===== config.mk =====
export PLATFORM = sky130hd
export DESIGN_NAME = wdr_top
export DESIGN_NICKNAME = d
export VERILOG_FILES = /design/src/include/wdr_pkg.sv /design/src/hdl/wdr_prescaler.sv /design/src/hdl/wdr_rstflags.sv /design/src/hdl/wdr_top.sv
export SDC_FILE = /design/constraint.sdc
export NUM_CORES = 1
export LEC_CHECK = 0
export BUFFER_PORTS_ARGS = -buffer_cell sky130_fd_sc_hd__buf_4
export CAP_MARGIN = 20
export CORE_MARGIN = 2
export CORE_UTILIZATION = 63
export DETAILED_ROUTE_END_ITERATION = 6
export PLACE_DENSITY_LB_ADDON = 0.25
export SYNTH_ARGS = -nofsm -noshare
export SYNTH_HDL_FRONTEND = slang
export SYNTH_SLANG_ARGS = --single-unit
export TNS_END_PERCENT = 10

===== constraint.sdc =====
create_clock -name MCLK -period 4.2 [get_ports MCLK]
set_clock_uncertainty 0.05 [all_clocks]
set_input_delay 0.42 -clock MCLK [delete_from_list [all_inputs] [get_ports MCLK]]
set_output_delay 0.42 -clock MCLK [all_outputs]
set_load 0.02 [all_outputs]

===== src/include/wdr_pkg.sv =====
package wdr_pkg;
   // register offsets
   localparam logic [7:0] ADDR_CTRL = 8'h21;
   localparam logic [7:0] ADDR_CAUSE = 8'h34;
   // control register field positions
   localparam int B_IF = 7;
   localparam int B_IE = 6;
   localparam int B_P3 = 5;
   localparam int B_CE = 4;
   localparam int B_EN = 3;
   localparam int B_P2 = 2;
   // reset-cause field positions
   localparam int B_WRF = 3;
   localparam int B_BRF = 2;
   localparam int B_XRF = 1;
   localparam int B_PRF = 0;
   // reset values
   localparam logic [3:0] CAUSE_RST = 4'h1;
   localparam logic [3:0] TSEL_RST = 4'h0;
   // change window length in clock cycles
   localparam int CE_CYCLES = 4;
   localparam logic [1:0] CE_LOAD = 2'(CE_CYCLES - 1);
   // prescaler width and highest usable tap
   localparam int PS_W = 24;
   localparam logic [3:0] TSEL_MAX = 4'h9;
   localparam int TAP_BASE_DEF = 11;
endpackage


===== src/hdl/wdr_prescaler.sv =====
`timescale 1ns/10ps
`default_nettype none
module wdr_prescaler #(
   parameter int BASE = wdr_pkg::TAP_BASE_DEF
) (
   input wire logic clk, // system clock
   input wire logic rst_n, // async reset, low
   input wire logic run, // count enable
   input wire logic restart, // clear the count
   input wire logic [3:0] sel, // time-out select
   output logic tmo // one-cycle time-out
);
   typedef struct packed {
      logic [wdr_pkg::PS_W-1:0] cnt;
      logic tmo;
   } wdr_ps_t;
   wdr_ps_t q;
   wdr_ps_t n;

   // last count of the selected tap
   function automatic logic [wdr_pkg::PS_W-1:0] tap_end(input logic [3:0] s);
      logic [3:0] c;
      c = (s > wdr_pkg::TSEL_MAX) ? wdr_pkg::TSEL_MAX : s;
      tap_end = (wdr_pkg::PS_W'(1) << (BASE + int'(c))) - wdr_pkg::PS_W'(1);
   endfunction

   always_comb begin
      n = q;
      n.tmo = 1'b0;
      if (restart) begin
         n.cnt = '0;
      end else if (run) begin
         if (q.cnt >= tap_end(sel)) begin
            n.cnt = '0;
            n.tmo = 1'b1;
         end else begin
            n.cnt = q.cnt + wdr_pkg::PS_W'(1);
         end
      end
   end

   // state register
   always_ff @(posedge clk or negedge rst_n) begin
      if (!rst_n) begin
         q <= '0;
      end else begin
         q <= n;
      end
   end

   assign tmo = q.tmo;
endmodule
`default_nettype wire


===== src/hdl/wdr_rstflags.sv =====
`timescale 1ns/10ps
`default_nettype none
module wdr_rstflags (
   input wire logic clk, // system clock
   input wire logic rst_n, // power-on reset, low
   input wire logic wr, // write to cause register
   input wire logic [3:0] wdata, // write data
   input wire logic wdt_evt, // watchdog reset pulse
   input wire logic bor_evt, // brown-out reset pulse
   input wire logic ext_evt, // pin reset pulse
   output logic [3:0] flags // reset-cause flags
);
   typedef struct packed {
      logic [3:0] f;
   } wdr_rf_t;
   wdr_rf_t q;
   wdr_rf_t n;

   // clears by writing zero, sets win over clears
   always_comb begin
      n = q;
      if (wr) begin
         n.f = q.f & wdata;
      end
      n.f[wdr_pkg::B_WRF] = n.f[wdr_pkg::B_WRF] | wdt_evt;
      n.f[wdr_pkg::B_BRF] = n.f[wdr_pkg::B_BRF] | bor_evt;
      n.f[wdr_pkg::B_XRF] = n.f[wdr_pkg::B_XRF] | ext_evt;
   end

   // power-on leaves only the power-on flag
   always_ff @(posedge clk or negedge rst_n) begin
      if (!rst_n) begin
         q.f <= wdr_pkg::CAUSE_RST;
      end else begin
         q <= n;
      end
   end

   assign flags = q.f;
endmodule
`default_nettype wire


===== src/hdl/wdr_top.sv =====
// Added by the designer: the plain strobed port.
`timescale 1ns/10ps
`default_nettype none
module wdr_top #(
   parameter int TAP_BASE = wdr_pkg::TAP_BASE_DEF
) (
   input wire logic MCLK, // 100 MHz system clock
   input wire logic RST_N, // power-on reset, low
   input wire logic [7:0] ADDR, // register address
   input wire logic [7:0] WDATA, // write data
   input wire logic WR, // write strobe
   input wire logic RD, // read strobe
   output logic [7:0] RDATA, // read data, next cycle
   input wire logic SAFETY_FUSE, // 1 = fuse programmed
   input wire logic WDR_KICK, // restart the count
   input wire logic GIE_BIT, // global irq enable
   input wire logic IRQ_ACK, // vector being entered
   input wire logic BOR_EVENT, // brown-out reset pulse
   input wire logic EXT_EVENT, // pin reset pulse
   output logic WDT_IRQ, // time-out irq request
   output logic WDT_RESET // watchdog reset pulse
);
   typedef struct packed {
      logic init_done;
      logic lvl2;
      logic timeout_irq_flag;
      logic timeout_irq_enable;
      logic watchdog_enable_bit;
      logic [3:0] timeout_select_bits;
      logic ce;
      logic [1:0] ce_cnt;
      logic irq_arm;
      logic rst_pulse;
      logic [7:0] rdata;
   } wdr_ctl_t;
   wdr_ctl_t q;
   wdr_ctl_t n;

   logic wr_ctl;
   logic rd_ctl;
   logic wr_cause;
   logic rd_cause;
   logic sys_rst;
   logic tmo;
   logic wde_eff;
   logic run;
   logic [3:0] flags;
   logic [7:0] ctrl_rd;

   // register address match
   function automatic logic reg_hit(input logic [7:0] a, input logic [7:0] off);
      reg_hit = (a == off);
   endfunction

   // address decode
   assign wr_ctl = WR && reg_hit(ADDR, wdr_pkg::ADDR_CTRL);
   assign rd_ctl = RD && reg_hit(ADDR, wdr_pkg::ADDR_CTRL);
   assign wr_cause = WR && reg_hit(ADDR, wdr_pkg::ADDR_CAUSE);
   assign rd_cause = RD && reg_hit(ADDR, wdr_pkg::ADDR_CAUSE);

   // any system reset other than power-on
   assign sys_rst = q.rst_pulse | BOR_EVENT | EXT_EVENT;

   assign wde_eff = q.lvl2 | q.watchdog_enable_bit | flags[wdr_pkg::B_WRF];

   assign run = wde_eff | q.timeout_irq_enable;

   // control register as software sees it
   assign ctrl_rd = {q.timeout_irq_flag, q.timeout_irq_enable, q.timeout_select_bits[3], q.ce, wde_eff, q.timeout_select_bits[2:0]};

   // reset-cause flags
   wdr_rstflags u_flags (
      .clk(MCLK),
      .rst_n(RST_N),
      .wr(wr_cause),
      .wdata(WDATA[3:0]),
      .wdt_evt(q.rst_pulse),
      .bor_evt(BOR_EVENT),
      .ext_evt(EXT_EVENT),
      .flags(flags)
   );

   // time-out counter
   wdr_prescaler #(
      .BASE(TAP_BASE)
   ) u_presc (
      .clk(MCLK),
      .rst_n(RST_N),
      .run(run),
      .restart(WDR_KICK | sys_rst | ~run),
      .sel(q.timeout_select_bits),
      .tmo(tmo)
   );

   // next state of the control logic
   always_comb begin
      n = q;
      n.rst_pulse = 1'b0;
      n.rdata = 8'h00;
      if (!q.init_done) begin
         n.init_done = 1'b1;
         n.lvl2 = SAFETY_FUSE;
         n.watchdog_enable_bit = SAFETY_FUSE;
      end
      if (q.ce) begin
         if (q.ce_cnt == 2'h0) begin
            n.ce = 1'b0;
         end else begin
            n.ce_cnt = q.ce_cnt - 2'h1;
         end
      end
      if (wr_ctl) begin
         if (WDATA[wdr_pkg::B_IF]) begin
            n.timeout_irq_flag = 1'b0;
            n.irq_arm = 1'b0;
         end
         n.timeout_irq_enable = WDATA[wdr_pkg::B_IE];
         if (WDATA[wdr_pkg::B_EN]) begin
            n.watchdog_enable_bit = 1'b1;
         end else if (q.ce && !q.lvl2) begin
            n.watchdog_enable_bit = 1'b0;
         end
         if (!q.lvl2 || q.ce) begin
            n.timeout_select_bits = {WDATA[wdr_pkg::B_P3], WDATA[wdr_pkg::B_P2:0]};
         end
         if (WDATA[wdr_pkg::B_CE] && WDATA[wdr_pkg::B_EN]) begin
            n.ce = 1'b1;
            n.ce_cnt = wdr_pkg::CE_LOAD;
         end else if (!WDATA[wdr_pkg::B_CE]) begin
            n.ce = 1'b0;
         end
      end
      if (IRQ_ACK) begin
         n.timeout_irq_flag = 1'b0;
         n.irq_arm = 1'b0;
      end
      // time-out, after the clears so a set wins
      if (tmo) begin
         if (q.timeout_irq_enable) begin
            n.timeout_irq_flag = 1'b1;
            if (wde_eff) begin
               n.timeout_irq_enable = 1'b0;
               n.irq_arm = 1'b1;
            end
         end else if (wde_eff) begin
            n.rst_pulse = 1'b1;
         end
      end
      // a system reset restores the control register
      if (sys_rst) begin
         n.timeout_irq_flag = 1'b0;
         n.timeout_irq_enable = 1'b0;
         n.timeout_select_bits = wdr_pkg::TSEL_RST;
         n.ce = 1'b0;
         n.irq_arm = 1'b0;
         n.watchdog_enable_bit = q.lvl2;
      end
      // reset flag holds enable, so a disable tried meanwhile is lost
      if (flags[wdr_pkg::B_WRF]) begin
         n.watchdog_enable_bit = 1'b1;
      end
      // read data for the next cycle
      if (rd_ctl) begin
         n.rdata = ctrl_rd;
      end else if (rd_cause) begin
         n.rdata = {4'h0, flags};
      end
   end

   // state register
   always_ff @(posedge MCLK or negedge RST_N) begin
      if (!RST_N) begin
         q <= '0;
      end else begin
         q <= n;
      end
   end

   assign WDT_IRQ = q.timeout_irq_flag & GIE_BIT & (q.timeout_irq_enable | q.irq_arm);
   assign WDT_RESET = q.rst_pulse;
   assign RDATA = q.rdata;
endmodule
`default_nettype wire


# After elaboration in Yosys (flattened, before gate mapping)
# Index checks and enable logic that the tools add are counted.
# Widths: inputs -> output; s select.
# classes
n_addsub,4
n_lt_le_gt_ge,2
n_eq_ne,2
n_shift,1
n_mux,35
bitwise,15
n_reduce_logical,13
# ops
op,count
$mux 24,2
$shl 1x32->24 const A,1
$mux 25,1
$add 24x1->24 const B,1
$ge 24x24->1,1
$sub 24x2->24 const B,1
$mux 1,19
$eq 8x6->1 const B,2
$mux 4,4
$mux 8,2
$mux 11,1
$or 1x1->1,11
$mux 2,5
$logic_and 1x1->1,6
$reduce_bool 2->1,3
$add 4x4->5 const A,1
$and 4x4->4,1
$gt 4x4->1 const B,1
$mux 3,1
$and 1x1->1,2
$logic_not 2->1,1
$reduce_and 2->1,1
$sub 2x1->2 const B,1
$logic_not 1->1,1
2 further kinds,2
# word_totals
regBits,51
input_bits,26
elab_cells,87

# Depth between registers and ports, before layout
# logic_depth
word_depth,11
depth_mapped,12

# Hierarchy
# A second synthesis with hierarchy kept.
# unflattened
cells_unflattened,382
area_unflattened_um2,3483.3
# by_module_without_submodules
mod,n_inst,cells_each,area_each_um2,seq_area_each_um2
wdr_prescaler,1,266,2268.4,625.6
wdr_top,1,104,1061.0,550.5
wdr_rstflags,1,12,153.9,101.3

# Worst setup path after synthesis
# Ideal clock, no wire load.
# synth_path
kind,reg-to-reg
startpoint,reg q (netlist bit ctrl_rd[2])
endpoint,reg u_presc.q[9] in the netlist's numbering
setup_ns,0.080
arrival_time_ns,2.315
slack_ns,1.755
path_stages_with_launch,10
period_less_slack_ns,2.445
cell_sequence,dfrtp_1 > clkbuf_1 > o31ai_1 > ha_1 > and3_4 > a221o_1 > a32oi_2 > nand4_4 > buf_6 > nor3_4
# synth_between
elab_chain_cells,9
# synth_rtl
element,line,source
"start, declared",wdr_top.sv:36,wdr_ctl_t q;
"start signal, assigned",wdr_top.sv:175,q <= n;
$gt 4x4->1,wdr_prescaler.sv:23,c = (s > wdr_pkg::TSEL_MAX) ? wdr_pkg::TSEL_MAX : s;
$mux 4 *,wdr_prescaler.sv:23,
$add 4x4->5 *,wdr_prescaler.sv:24,tap_end = (wdr_pkg::PS_W'(1) << (BASE + int'(c))) - wdr_pkg::PS_W'(1);
$shl 1x32->24 *,wdr_prescaler.sv:24,
$sub 24x2->24 *,wdr_prescaler.sv:24,
$ge 24x24->1 *,wdr_prescaler.sv:33,if (q.cnt >= tap_end(sel)) begin
$mux 24 *,wdr_prescaler.sv:33,
$mux 25 *,wdr_prescaler.sv:32,end else if (run) begin
$mux 24 *,wdr_prescaler.sv:30,if (restart) begin
"end signal, assigned",wdr_prescaler.sv:47,q <= n;
"end, declared",wdr_prescaler.sv:17,wdr_ps_t q;
# Every way passes the cells marked *; elsewhere a longest branch is shown, timed or not. The select of a mux whose other input is x is not followed.
# A chain may end at the register's enable or synchronous reset.

# Final worst setup path
# layout_path
startpoint,reg q (netlist bit ctrl_rd[2])
endpoint,reg u_presc.q[24] in the netlist's numbering
# Same word-level chain as after synthesis.

==> results.txt <==
The register-to-register path setup slack came out at between 1 and 1.5 ns. The count of mapped cells out of synthesis is 313. Global routing used 25.1% of the available tracks across all layers. The standard-cell row count is 25. The worst-case hold slack is 0.0724 ns. The share of the synthesized area in the top cell type came out at between 30% and 40%. The detail route stage leaves a number of antenna-violating nets equal to 0. The maximum resistive drop on vdd is 187 uV.

The maximum number of pins on one net before global-route repair came out at 52. The required time at the endpoint of the critical path came out at ~4.4 ns. In this run the static leakage power is 1.60 nW.

The initial antenna violation count came to 0. The H-tree depth came out at 2. The clock slew seen by the registers of the worst setup and hold paths is 0.10 ns.

The library cell with the largest summed area after synthesis is dfrtp_1. The worst endpoint data arrival time is approximately 3.3 ns. The xor/xnor cell area share of the yosys netlist is 6.00%. Sequential elements use between 30% and 40% of the synthesized area. The worst path setup slack after routing came out at around 1.1 ns. The highest clock rate came out at 323 MHz. The top-level I/O count came out at 36.

The post-cts resize count came out at 0. The cell chosen for the clock root is clkbuf_8. The overall overflow remaining after global route came out at 0. Yosys mapped a number of flops with a built-in enable equal to 0. The proportion of synthesized flip-flops having asynchronous set or reset came out at 100%. The highest metal layer carrying signal wires in the routed design is met4.

Summing the areas of all fa, ha and maj instances in the mapped netlist gives about a tenth of the synthesized area. The routed length on met1 came out at 2910 um. The worst register-to-register path ends at u_presc.q[24].

In this run the critical register-to-register path is launched from ctrl_rd[2]. The first global-routing pass estimated around 11000 um of wire. The max-slew violation count came out at 0. Of the available clock period, the critical path in the final layout requires 73.8%. The final sum of negative setup slack is 0 ns.

The final hold violation count is 0. The post-placement worst setup slack came out at 1.16 ns. The total clock buffers created by CTS is 5. The number of hold buffers added after CTS was 0. The slew at the pin closest to its max-slew limit came out at 0.784 ns. Counting flops and latches in the post-synthesis netlist gives 51.

The layout overhead on the synthesized area is 12.0%. The cell area that synthesis handed to floorplanning was 0.00321 mm^2. The floorplan die width is 75.4 um. The total power density per cell area is 256 mW/mm^2. The area enclosed by the die boundary came out at 0.00569 mm^2. The routability congestion estimate from global placement came out at 0.899. The share of layout cells above drive strength 1 came out at 21.4%. The basic-gate share of the synthesized area counting and, or, nand and nor cells is 26.5%. From bottom edge to top edge, the die measures 75.4 um. The worst-case clock buffer depth is 2.

Summing all multi-input logic gate instances after layout gives between 0.0015 and 0.002 mm^2. The filler cells instantiated in the layout total 370. The tool flagged a number of max-cap violations equal to 0.

The count of cells along the worst register-to-register path is 7. The starting density of the core came out at 66.7%. The flow ran to the end, and the final reports show no timing, DRC or antenna violations.

The routed length on met3 is 291 um. The first detailed-routing pass took 4 iterations. The compound-cell area share of the yosys netlist came out at 10.2%.

TritonCTS built the clock tree. The final core area utilization came out at 74.6%. The multiplexer area fraction after synthesis came out at 1.87%. The initial detailed-routing violation count is around 160. STA classifies the critical path startpoint as a flip-flop.

Setup repair after global routing left no endpoint under its margin. The distinct cell type count of the synthesized netlist is 53. The average footprint of a synthesized cell came out at just over 10 um^2. The total core area is between 0.004 and 0.005 mm^2. The residual DRC count is 0. During synthesis, Yosys emitted a total of 0 warnings.

The type of destination of the critical path is a flip-flop. The footprint of the flip-flops and latches came out at 0.00128 mm^2. For this run, the post-layout net count is a little under 400. Summed over all nets, the half-perimeter wirelength after detailed placement is approximately 4900 um. The kind of critical path is reg2reg. The post-route minimum period is slightly above 3 ns. Wire segments on met2 add up to ~3300 um in the final route.

By area, the combinational part of the netlist is dominated by simple AND/OR/NAND/NOR gates. The repair_antennas step left the layout with diodes totalling 0. The number of setup buffers added after CTS is 0. The per-cell routed wire length is 16.0 um. The number of endpoints failing setup at the final stage is 0. The sink count of the clock tree is 51. In the routed layout, each cell is associated on average with a via count of roughly 6. The remaining max-slew budget at the tightest pin came out at ~48%. By area the synthesized netlist is led by dfrtp_1, ha_1, nor3_2. The number of global-route vias before repair came to approximately 2400. The most used flip-flop cell after synthesis is dfrtp_1. Across all layers, the routed design uses 2442 vias. The class of the tightest hold or removal check is in2async.

The total wire length is 6600 um. The total of buffers placed on input and output ports is 35. Along the worst path, the maximum fanout reaches 24. At the later pin of the worst-skew pair, clock insertion delay measures 0.31 ns.
synth_stat cells, types with 6 or more instances:
cell	n
dfrtp_1	50
ha_1	26
nor2_1	21
nor3_2	18
nand2_1	16
xnor2_1	15
nor3_1	14
nand3_1	13
inv_1	11
buf_4	10
a21oi_1	8
clkbuf_1	7
nand4_1	7
xor2_1	7
mux2i_1	6
o21ai_0	6
worst max-delay path by stage:
stage                     from             to  slack (ns)
finish              ctrl_rd[2]  u_presc.q[24]        1.10
global route        ctrl_rd[2]  u_presc.q[24]        0.93
CTS                 ctrl_rd[2]  u_presc.q[24]        1.11
floorplan           ctrl_rd[2]   u_presc.q[9]        1.75
global placement    ctrl_rd[2]  u_presc.q[24]        1.32
detailed placement  ctrl_rd[2]  u_presc.q[24]        1.16
state kept, by name (all words and copies together) (netlist names):
name and flops:
ctrl_rd 7, RDATA 8, u_presc.tmo 1, WDT_RESET 1, u_presc.q 24, q 6, u_flags.flags 4
stage by stage:
step	total power (W)	cells	area [um^2]
2_1_floorplan	0.000541	322	3250
3_3_place_gp	0.000573	405	3480
3_5_place_dp	0.000576	405	3480
4_1_cts	0.000923	413	3600
5_1_grt	0.000951	413	3600
6_report	0.000922	413	3600
power by group:
group	internal (W)	switching (W)	total [W]	leakage, nW
clock	0.000181	0.000173	0.000354	0.0587
combinational	0.0000291	0.0000392	0.0000683	0.858
sequential	0.000495	0.00000459	0.000500	0.684
total	0.000705	0.000217	0.000922	1.60
layer usage:
metal	vias up	GRT usage (%)
met1	1210	34.8
met4	0	5.85
met5	-	0
met3	8	3.17
met2	46	42.4
li1	1178	-
area by class of cell:
class                      instances  share of cell area, %
sequential                        51                   35.5
clock buffer                       5                   1.91
multi-input combinational        240                   50.2
inverter                          11                   1.15
tap                               67                   2.33
timing repair buffer              36                   7.52
clock inverter                     3                   1.32
logic make-up after synthesis:
logic type,Yosys count
adder cells (fa/ha/maj),26
AND/OR/NAND/NOR,130
other,2
multiplexers,6
buffers and inverters,31
flip-flops,51
AO/OA/AOI/OAI,45
XOR/XNOR,22
critical path, stage by stage (launching register included):
cell and delay [ns]:
dfrtp_1 0.51, o31ai_1 0.44, ha_1 0.34, and3_4 0.18
a221o_1 0.36, a32oi_2 0.25, nand4_4 0.49, nor3_1 0.37
cells in the final DEF (no fill, tap or decap), drive strengths merged, types with 2 or more instances in the layout:
cell type	count
o21ai	6
a22o	4
nand3	13
nand4	9
xor2	7
nor2b	4
a211oi	4
ha	26
buf	36
nor2	21
conb	11
and3	5
dfrtp	50
mux2i	6
or3	2
and4	6
a21o	3
nor3b	4
o211ai	2
a21oi	9
nor4	3
nand2b	4
o21a	4
a31oi	4
clkbuf	5
and2	5
nor3	34
xnor2	15
nand2	16
inv	12
a22oi	2
(Power assumes the default switching activity.)
